[src/hdl/pfs_cfg.svh]
// Operation
// - The motor is driven in 2-2 phase excitation, two phases active in every step.
// - A step period or excitation longer than 2.0 ms needs limited current or no excitation.
// - A restart from standstill first excites one step with the phase of the stopping step.
// - After a restart from standstill, backlash is taken up by 10 lines back then 10 forward, or 4 forward.
// - Ordinary paper feed steps at 640 pps, a period of 1.56 ms.
// - Automatic paper feed steps with a period of 8 ms.
// - No step is made without paper except in automatic feed or with the head raised.
// - The motor is de-excited when no feed runs and never runs longer than 10 minutes.
// - The print step rate can be changed at run time.
// - A print period longer than the standard one selects reduced excitation.
// - Forward feed walks A,B,A-bar,B-bar through LLHH, LHHL, HHLL, HLLH; reverse walks back.
// - The excitation gate is high to excite the motor and low to leave it non-excited.
// - A feed ends with one stopping step repeating the last pattern before de-excitation.
`ifndef PFS_CFG_SVH
`define PFS_CFG_SVH
`define PFS_CLK_HZ 200000000
`define PFS_CYC_PER_US (`PFS_CLK_HZ / 1000000)
`define PFS_DOT_UM 125
`define PFS_FEED_PERIOD_US 1560
`define PFS_FEED_CYC (`PFS_FEED_PERIOD_US * `PFS_CYC_PER_US)
`define PFS_AUTO_PERIOD_US 8000
`define PFS_AUTO_CYC (`PFS_AUTO_PERIOD_US * `PFS_CYC_PER_US)
`define PFS_SLOW_PPS 125
`define PFS_SLOW_CYC (`PFS_CLK_HZ / `PFS_SLOW_PPS)
`define PFS_HEAT_US 2000
`define PFS_HEAT_CYC (`PFS_HEAT_US * `PFS_CYC_PER_US)
`define PFS_RUN_LIMIT_S 600
`define PFS_RUN_LIMIT_CYC (64'(`PFS_RUN_LIMIT_S) * 64'(`PFS_CLK_HZ))
`define PFS_BACK_LONG 10
`define PFS_BACK_SHORT 4
`define PFS_PAT0 4'h3
`define PFS_PAT1 4'h6
`define PFS_PAT2 4'hC
`define PFS_PAT3 4'h9
`endif

[src/hdl/pfs_pkg.sv]
package pfs_pkg;
	typedef enum logic [1:0] {
		PFS_MODE_FEED,
		PFS_MODE_AUTO,
		PFS_MODE_PRINT,
		PFS_MODE_SLOW
	} pfs_mode_t;
	typedef enum logic [2:0] {
		PFS_ST_OFF,
		PFS_ST_WAKE,
		PFS_ST_BACK_REV,
		PFS_ST_BACK_FWD,
		PFS_ST_RUN,
		PFS_ST_STOP
	} pfs_state_t;
endpackage

[src/hdl/pfs_step_timer.sv]
`timescale 1ns/1ps
`default_nettype none
// step period down-counter, preloads while idle
module pfs_step_timer #(
	parameter int PW = 32
) (
	input wire logic ref_clk_i,
	input wire logic rst_i,
	input wire logic run_i,
	input wire logic [PW-1:0] period_i,
	output logic tick_o
);
	logic [PW-1:0] count;
	wire [PW-1:0] reload = period_i - PW'(1);

	assign tick_o = run_i && (count == '0);

	always_ff @(posedge ref_clk_i or posedge rst_i) begin
		if (rst_i) begin
			count <= '0;
		end else if (!run_i || tick_o) begin
			count <= reload;
		end else begin
			count <= count - PW'(1);
		end
	end
endmodule
`default_nettype wire

[src/hdl/pfs_sequencer.sv]
`timescale 1ns/1ps
`default_nettype none
`include "pfs_cfg.svh"
module pfs_sequencer import pfs_pkg::*; #(
	parameter int PW = 32,
	parameter int LW = 16,
	parameter logic [PW-1:0] FEED_CYC = PW'(`PFS_FEED_CYC),
	parameter logic [PW-1:0] AUTO_CYC = PW'(`PFS_AUTO_CYC),
	parameter logic [PW-1:0] SLOW_CYC = PW'(`PFS_SLOW_CYC),
	parameter logic [PW-1:0] HEAT_CYC = PW'(`PFS_HEAT_CYC),
	parameter logic [63:0] RUN_LIMIT_CYC = `PFS_RUN_LIMIT_CYC,
	parameter logic [LW-1:0] BACK_LONG = LW'(`PFS_BACK_LONG),
	parameter logic [LW-1:0] BACK_SHORT = LW'(`PFS_BACK_SHORT)
) (
	input wire logic ref_clk_i,
	input wire logic rst_i,
	input wire logic cmd_valid_i,
	input wire pfs_mode_t cmd_mode_i,
	input wire logic [LW-1:0] cmd_lines_i,
	input wire logic backlash_long_i,
	input wire logic [PW-1:0] print_period_i,
	input wire logic paper_present_i,
	input wire logic head_up_i,
	output logic cmd_ready_o,
	output logic busy_o,
	output logic done_o,
	output logic fault_o,
	output logic phase_a_o,
	output logic phase_b_o,
	output logic phase_a_bar_o,
	output logic phase_b_bar_o,
	output logic excitation_gate_o,
	output logic low_current_o
);
	pfs_state_t state, next_state;
	pfs_mode_t mode;
	wire [1:0] pin_s;
	logic [1:0] idx;
	logic [3:0] pattern;
	logic [LW-1:0] steps_left, lines;
	logic [63:0] run_cnt;
	logic back_long, fault, done, gate, low_cur;
	logic tick;

	// two-flop synchronisers for the sensor pins
	wire [1:0] pin_raw = {head_up_i, paper_present_i};
	genvar gi;
	generate
		for (gi = 0; gi < 2; gi++) begin : g_sync
			logic s1, s2;
			always_ff @(posedge ref_clk_i or posedge rst_i) begin
				if (rst_i) begin
					s1 <= 1'b0;
					s2 <= 1'b0;
				end else begin
					s1 <= pin_raw[gi];
					s2 <= s1;
				end
			end
			assign pin_s[gi] = s2;
		end
	endgenerate
	wire paper_s = pin_s[0];
	wire head_up_s = pin_s[1];

	// command accept and period selection
	wire in_off = (state == PFS_ST_OFF);
	wire in_stop = (state == PFS_ST_STOP);
	wire accept = cmd_valid_i && cmd_ready_o;
	wire pfs_mode_t sel_mode = accept ? cmd_mode_i : mode;
	wire [PW-1:0] sel_period = (sel_mode == PFS_MODE_FEED) ? FEED_CYC :
		(sel_mode == PFS_MODE_AUTO) ? AUTO_CYC :
		(sel_mode == PFS_MODE_PRINT) ? print_period_i : SLOW_CYC;
	wire [LW-1:0] back_lines = back_long ? BACK_LONG : BACK_SHORT;

	// step decode
	wire paper_ok = paper_s || head_up_s || (mode == PFS_MODE_AUTO);
	wire moving = (state == PFS_ST_BACK_REV) || (state == PFS_ST_BACK_FWD) ||
		(state == PFS_ST_RUN);
	wire last = (steps_left == '0);
	wire run_over = !in_off && (run_cnt >= RUN_LIMIT_CYC);
	// no step on the edge that de-excites, keeps the stored phase true
	wire step = tick && moving && !last && paper_ok && !run_over;
	wire step_rev = step && (state == PFS_ST_BACK_REV);
	wire paper_abort = tick && moving && !last && !paper_ok;
	wire [1:0] next_idx = step_rev ? idx - 2'd1 : (step ? idx + 2'd1 : idx);
	wire [3:0] next_pattern = (next_idx == 2'd0) ? `PFS_PAT0 :
		(next_idx == 2'd1) ? `PFS_PAT1 :
		(next_idx == 2'd2) ? `PFS_PAT2 : `PFS_PAT3;
	wire entering = (next_state != state);
	wire [LW-1:0] next_steps = !entering ? (step ? steps_left - LW'(1) : steps_left) :
		(next_state == PFS_ST_RUN) ? (accept ? cmd_lines_i : lines) : back_lines;
	wire next_low = (next_state != PFS_ST_OFF) && ((sel_period > HEAT_CYC) ||
		((sel_mode == PFS_MODE_PRINT) && (print_period_i > FEED_CYC)));

	always_comb begin
		next_state = state;
		case (state)
			PFS_ST_OFF: begin
				if (accept) begin
					next_state = PFS_ST_WAKE;
				end
			end
			PFS_ST_WAKE: begin
				if (tick) begin
					next_state = back_long ? PFS_ST_BACK_REV : PFS_ST_BACK_FWD;
				end
			end
			PFS_ST_BACK_REV: begin
				if (tick && last) begin
					next_state = PFS_ST_BACK_FWD;
				end
			end
			PFS_ST_BACK_FWD: begin
				if (tick && last) begin
					next_state = PFS_ST_RUN;
				end
			end
			PFS_ST_RUN: begin
				if (tick && last) begin
					next_state = PFS_ST_STOP;
				end
			end
			PFS_ST_STOP: begin
				if (accept) begin
					next_state = PFS_ST_RUN;
				end else if (tick) begin
					next_state = PFS_ST_OFF;
				end
			end
			default: begin
				next_state = PFS_ST_OFF;
			end
		endcase
		if (paper_abort) begin
			next_state = PFS_ST_STOP;
		end
		if (run_over) begin
			next_state = PFS_ST_OFF;
		end
	end

	pfs_step_timer #(
		.PW(PW)
	) u_timer (
		.ref_clk_i(ref_clk_i),
		.rst_i(rst_i),
		.run_i(!in_off),
		.period_i(sel_period),
		.tick_o(tick)
	);

	always_ff @(posedge ref_clk_i or posedge rst_i) begin
		if (rst_i) begin
			state <= PFS_ST_OFF;
			mode <= PFS_MODE_FEED;
			lines <= '0;
			back_long <= 1'b1;
		end else begin
			state <= next_state;
			mode <= sel_mode;
			if (accept) begin
				lines <= cmd_lines_i;
				back_long <= backlash_long_i;
			end
		end
	end

	always_ff @(posedge ref_clk_i or posedge rst_i) begin
		if (rst_i) begin
			idx <= 2'd0;
			pattern <= `PFS_PAT0;
			steps_left <= '0;
		end else begin
			idx <= next_idx;
			pattern <= next_pattern;
			steps_left <= next_steps;
		end
	end

	always_ff @(posedge ref_clk_i or posedge rst_i) begin
		if (rst_i) begin
			run_cnt <= '0;
			gate <= 1'b0;
			low_cur <= 1'b0;
			done <= 1'b0;
			fault <= 1'b0;
		end else begin
			run_cnt <= (next_state == PFS_ST_OFF) ? '0 : run_cnt + 64'd1;
			gate <= (next_state != PFS_ST_OFF);
			low_cur <= next_low;
			done <= !in_off && (next_state == PFS_ST_OFF);
			fault <= (paper_abort || run_over) ? 1'b1 : (accept ? 1'b0 : fault);
		end
	end

	assign cmd_ready_o = in_off || in_stop;
	assign busy_o = !in_off;
	assign done_o = done;
	assign fault_o = fault;
	assign {phase_a_o, phase_b_o, phase_a_bar_o, phase_b_bar_o} = pattern;
	assign excitation_gate_o = gate;
	assign low_current_o = low_cur;

	// checking helpers
	logic [PW-1:0] gap;
	logic [LW-1:0] rev_cnt;
	always_ff @(posedge ref_clk_i or posedge rst_i) begin
		if (rst_i) begin
			gap <= '0;
			rev_cnt <= '0;
		end else begin
			gap <= step ? PW'(1) : gap + PW'(1);
			rev_cnt <= in_off ? '0 : rev_cnt + LW'(step_rev);
		end
	end
endmodule
`default_nettype wire

[config.mk]
export PLATFORM = sky130hd
export DESIGN_NAME = pfs_sequencer
export DESIGN_NICKNAME = d
export VERILOG_FILES = /design/src/hdl/pfs_pkg.sv /design/src/hdl/pfs_step_timer.sv /design/src/hdl/pfs_sequencer.sv
export VERILOG_INCLUDE_DIRS = /design/src /design/src/hdl
export SDC_FILE = /design/constraint.sdc
export NUM_CORES = 1
export LEC_CHECK = 0
export BUFFER_PORTS_ARGS = -buffer_cell sky130_fd_sc_hd__buf_2
export CAP_MARGIN = 10
export CORE_ASPECT_RATIO = 0.8
export CORE_MARGIN = 2
export CORE_UTILIZATION = 37
export CTS_BUF_LIST = sky130_fd_sc_hd__clkbuf_4
export DETAILED_ROUTE_END_ITERATION = 7
export SYNTH_ARGS = -nofsm -noshare
export SYNTH_HDL_FRONTEND = slang
export SYNTH_SLANG_ARGS = --single-unit
[constraint.sdc]
create_clock -name ref_clk_i -period 4.95 [get_ports ref_clk_i]
set_input_delay 0.2475 -clock ref_clk_i [delete_from_list [all_inputs] [get_ports ref_clk_i]]
set_output_delay 0.2475 -clock ref_clk_i [all_outputs]
set_load 0.01 [all_outputs]
==> impl_summary.md <==
Critical path
The kind of launch point of the worst setup path is a flip-flop. The worst register-to-register path begins at u_timer.count[29]. STA puts the critical path data arrival time at 4.11 ns. The worst register-to-register path ends at u_timer.count[29]. The minimum setup slack among reg-to-reg paths is 1.31 ns.

The maximum cell stage delay along the critical path is 0.62 ns. The worst setup path is captured at a flip-flop. The worst-path cell with the longest stage delay is sky130_fd_sc_hd__o31ai_4.

The depth of the worst register-to-register path is 8. Among cell families on the critical path, the largest total delay comes from simple AND/OR/NAND/NOR gates. The maximum fanout along the worst path is 36. The signal on the critical path passes through nor4_1, nand4_1, o31ai_4, buf_4, o221a_2, nand3_1, nor4b_1, xnor2_1. The buffers plus inverters on the worst setup path is 1. The class of the most critical setup path is reg2reg.

The data required time of the worst path is 5.42 ns.

GRT
The first-pass GRT wire length is 33,820 µm. The via count of the first global-routing pass is 6,564. Entering global routing, the biggest net connects 111 pins.

The total global-route track usage is 17.08%. The number of antenna violations at the first check in global routing is 0. Summed over all layers, the global routing overflow is 0.

Timing
For the pin with the worst max-slew slack, the measured transition is 1.036 ns. The worst path needs 3.643 ns of the cycle, external delays included. The count of endpoints failing hold in the final timing report came to 0. Setup repair after global routing left no endpoint under its margin. After routing, the total negative slack on setup checks comes to 0 ns. The maximum frequency from static timing analysis is 274.5 MHz. The count of endpoints failing setup in the final report is 0. The remaining max-slew budget at the tightest pin is 30.96%. The portion of the clock cycle consumed by the worst path in the final layout is 73.59%. The total count of max-transition violations in the final report is 0. On the final layout, the worst clock skew is 0.03532 ns.

Power
The power density normalized to cell area is 286.1 nW/µm². Net switching is 30.71% of the power. Total power for the finished layout comes to 2.736 mW. The worst IR drop on VDD is 0.1295 mV. The net switching power figure is 0.8403 mW. Combinational logic is responsible for 18.9% of the overall power. Internal power comes to 1.896 mW. The clock share of power is 28.4%. The analysis attributes to cell leakage a power of 4.243 nW. In this run, flip-flops and latches consume 52.7% of the power.

Final layout
The most frequent standard cell in the layout excluding fill and tap cells is sky130_fd_sc_hd__dfrtp_1. In the final layout, flip-flops and latches occupy 3707 µm². In the layout the commonest cells are 145 x sky130_fd_sc_hd__dfrtp_1, 107 x sky130_fd_sc_hd__nor2_1, 68 x sky130_fd_sc_hd__nand2_1. The layout has 2,243 filler cells. The number of antenna diodes in the final layout is 0. The layout net count is 1,053. The non-filler instance count after layout is 1,308. The post-layout instance area is 9563 µm². The fraction of layout instances using a drive strength above 1 is 14.57%. The area of the multi-input gates is 4453 µm². The area overhead of the layout relative to synthesis is 13.15%.

Drt
Before antenna repair, the detailed router went through 7 iterations. The aggregate routed wire length is 20,310 µm. The detailed router finished its first iteration with 603 violations. The detail route stage leaves a number of antenna-violating nets equal to 0. In the routed layout, each cell is associated on average with a via count of 5.346. Across all layers, the routed design uses 6,993 vias. The routed length per instance is 15.53 µm.

For this run, design rule violations remaining after detail routing come to 0.

Hold path
The start point of the worst min-delay path is print_period_i[0]. The worst hold path passes through 3 cells. The worst hold path terminates at u_timer.count[0]. The type of the most critical hold path is in2reg.

Floorplan
From bottom edge to top edge, the die measures 139.2 µm. The die covers 24,080 µm². The total core area is 22,440 µm². For this configuration, the core starts out at a cell density of 37.67%. The die outline width is 173.0 µm. Row generation in the floorplan step produced 49 rows. 66 I/O pins were placed.

Synth
Summing the areas of all xor and xnor instances in the mapped netlist gives 10.24% of the synthesized area. After synthesis the cells add up to 8452 µm². After Yosys synthesis, and, or, nand and nor cells account for 25.70% of the synthesized area.

The main combinational cell family by area after synthesis is simple AND/OR/NAND/NOR gates. Counting flops with a built-in enable in the synthesized netlist gives 0. Of the post-synthesis cell area, the part taken by muxes is 3.301%. The net count after synthesis is 979. Yosys printed 0 warnings. Counting flops with an async set or reset pin after synthesis yields a share of 100.0%. In this run the mean area of a mapped cell was 9.227 µm². The fraction of the mapped netlist area in compound gates is 12.20%. The top cell type by area accounts for 42.93% of the synthesized area. Synthesis produced 916 cells. In the synthesized netlist the dominant register cell turns out to be sky130_fd_sc_hd__dfrtp_1. The total of flip-flops plus latches after synthesis is 148. The adder and majority cell fraction of the synthesized area is 1.036%. For this run, the register share of the synthesized area comes to 43.86%.

The number of distinct standard cells referenced by the synthesized netlist is 80. By area the synthesized netlist is led by sky130_fd_sc_hd__dfrtp_1 43%, sky130_fd_sc_hd__xnor2_1 5.7%, sky130_fd_sc_hd__nor2_1 4.8%, sky130_fd_sc_hd__xor2_1 4.4%, sky130_fd_sc_hd__nand2_1 3.0%. The cell taking the most area after synthesis is sky130_fd_sc_hd__dfrtp_1.

Clock network
The CTS tree is yes. The number of buffers added to fix hold violations after cts is 21. The clock reaches the later pin of the worst-skew pair after 0.56 ns. The number of instances resized during post-cts repair is 0. In this run the clock root is driven by a sky130_fd_sc_hd__clkbuf_4. Counting along the longest clock path gives a buffer depth of 2. Clock tree synthesis inserted a total of 17 buffers.

In this run the number of H-tree levels came out at 4. The number of post-CTS setup repair buffers is 0. For this design, the sink count on the clock tree is 148. The clock-pin transition on the worst setup and hold timing paths is 0.14 ns.

Placed design
The HPWL after detailed placement is 13,940 µm. The cell count after placement is 1,256. The final estimated routing congestion in global placement is 0.8751. The count of input and output buffers is 65. The total cell area at the placement stage is 9076 µm².

Status
The run finished with clean final reports.

Flow run
Max-cap violations in this run came to 0.
[cells in the mapped netlist, drive strengths merged (8+ instances only)]
library cell  number
a21oi             36
and2               9
and3              34
and4              11
buf               13
clkbuf            24
dfrtp            145
inv               42
mux2i             20
nand2             68
nand2b             8
nand3             44
nand4             19
nor2             107
nor3              31
nor4              32
o21ai             32
o31ai              8
or2                8
or3               13
xnor2             55
xor2              43
[power groups by stage]
stage          sequential (mW)  combinational [mW]  clock (mW)
3_3_place_gp              1.46               0.502           0
2_1_floorplan             1.44               0.379           0
6_report                  1.44               0.517       0.777
4_1_cts                   1.44               0.519       0.808
5_1_grt                   1.46               0.583       0.857
3_5_place_dp              1.46               0.502           0
[cells by family after synthesis]
logic type      Yosys count
mux                      27
flops                   148
xor+xnor                 98
fa+ha+maj                 7
buf+inv                  79
compound gates          147
simple gates            410
[worst min-delay path, cell delays in order]
cell,delay [ns]
sky130_fd_sc_hd__buf_2,0.12
sky130_fd_sc_hd__and3_1,0.16
sky130_fd_sc_hd__a21oi_1,0.06
[registers in the layout, indices dropped and copies added, names as in the netlist]
| signal | count |
|---|---|
| run_cnt | 64 |
| back_long | 1 |
| g_sync.s1 | 2 |
| excitation_gate_o | 1 |
| fault_o | 1 |
| mode | 2 |
| g_sync.s2 | 2 |
| pattern | 4 |
| state | 3 |
| steps_left | 16 |
| lines | 16 |
| low_current_o | 1 |
| idx | 2 |
| done_o | 1 |
| u_timer.count | 32 |
[worst max-delay path by stage]
stage	endpoint	slack (ns)	from	depth (start not counted)
after CTS	u_timer.count[24]	1.36	state[0]	10
final	u_timer.count[29]	1.31	u_timer.count[29]	8
after global routing	u_timer.count[29]	1.02	u_timer.count[29]	8
after detailed placement	u_timer.count[24]	1.38	state[0]	10
after floorplan	done_o	0.73	rst_i	1
after global placement	u_timer.count[29]	1.47	state[0]	8
[stage by stage]
| stage | hold slack [ns] | setup WS [ns] | util [%] |
|---|---|---|---|
| floorplan | 0.2789 | 0.7278 | - |
| global placement | 0.3333 | 1.471 | 40.45 |
| detailed placement | 0.3347 | 1.376 | 40.45 |
| CTS | 0.0003281 | 1.357 | 42.62 |
| global route | 0.02622 | 1.016 | 42.62 |
| finish | 0.05563 | 1.307 | 42.62 |
[metal layers]
layer | up-vias | part of all wire (%) | routed length (µm) | track usage (%)
met1 | 3367 | 50 | 10190 | 25.40
met5 | - | 0 | 0 | 0
met3 | 16 | 5.4 | 1093 | 3.646
li1 | 3422 | - | - | -
met2 | 188 | 43 | 8789 | 25.05
met4 | 0 | 1.2 | 240 | 4.505
[cell type report]
class / instances / share of cell area, %
repair buffers: 92 / 6.071
clock inverters: 13 / 1.478
inverters: 42 / 1.701
flip-flops and latches: 148 / 38.77
multi-input cells: 689 / 46.57
clock buffers: 18 / 1.413
well taps: 306 / 4.004
(Power assumes the default switching activity.)
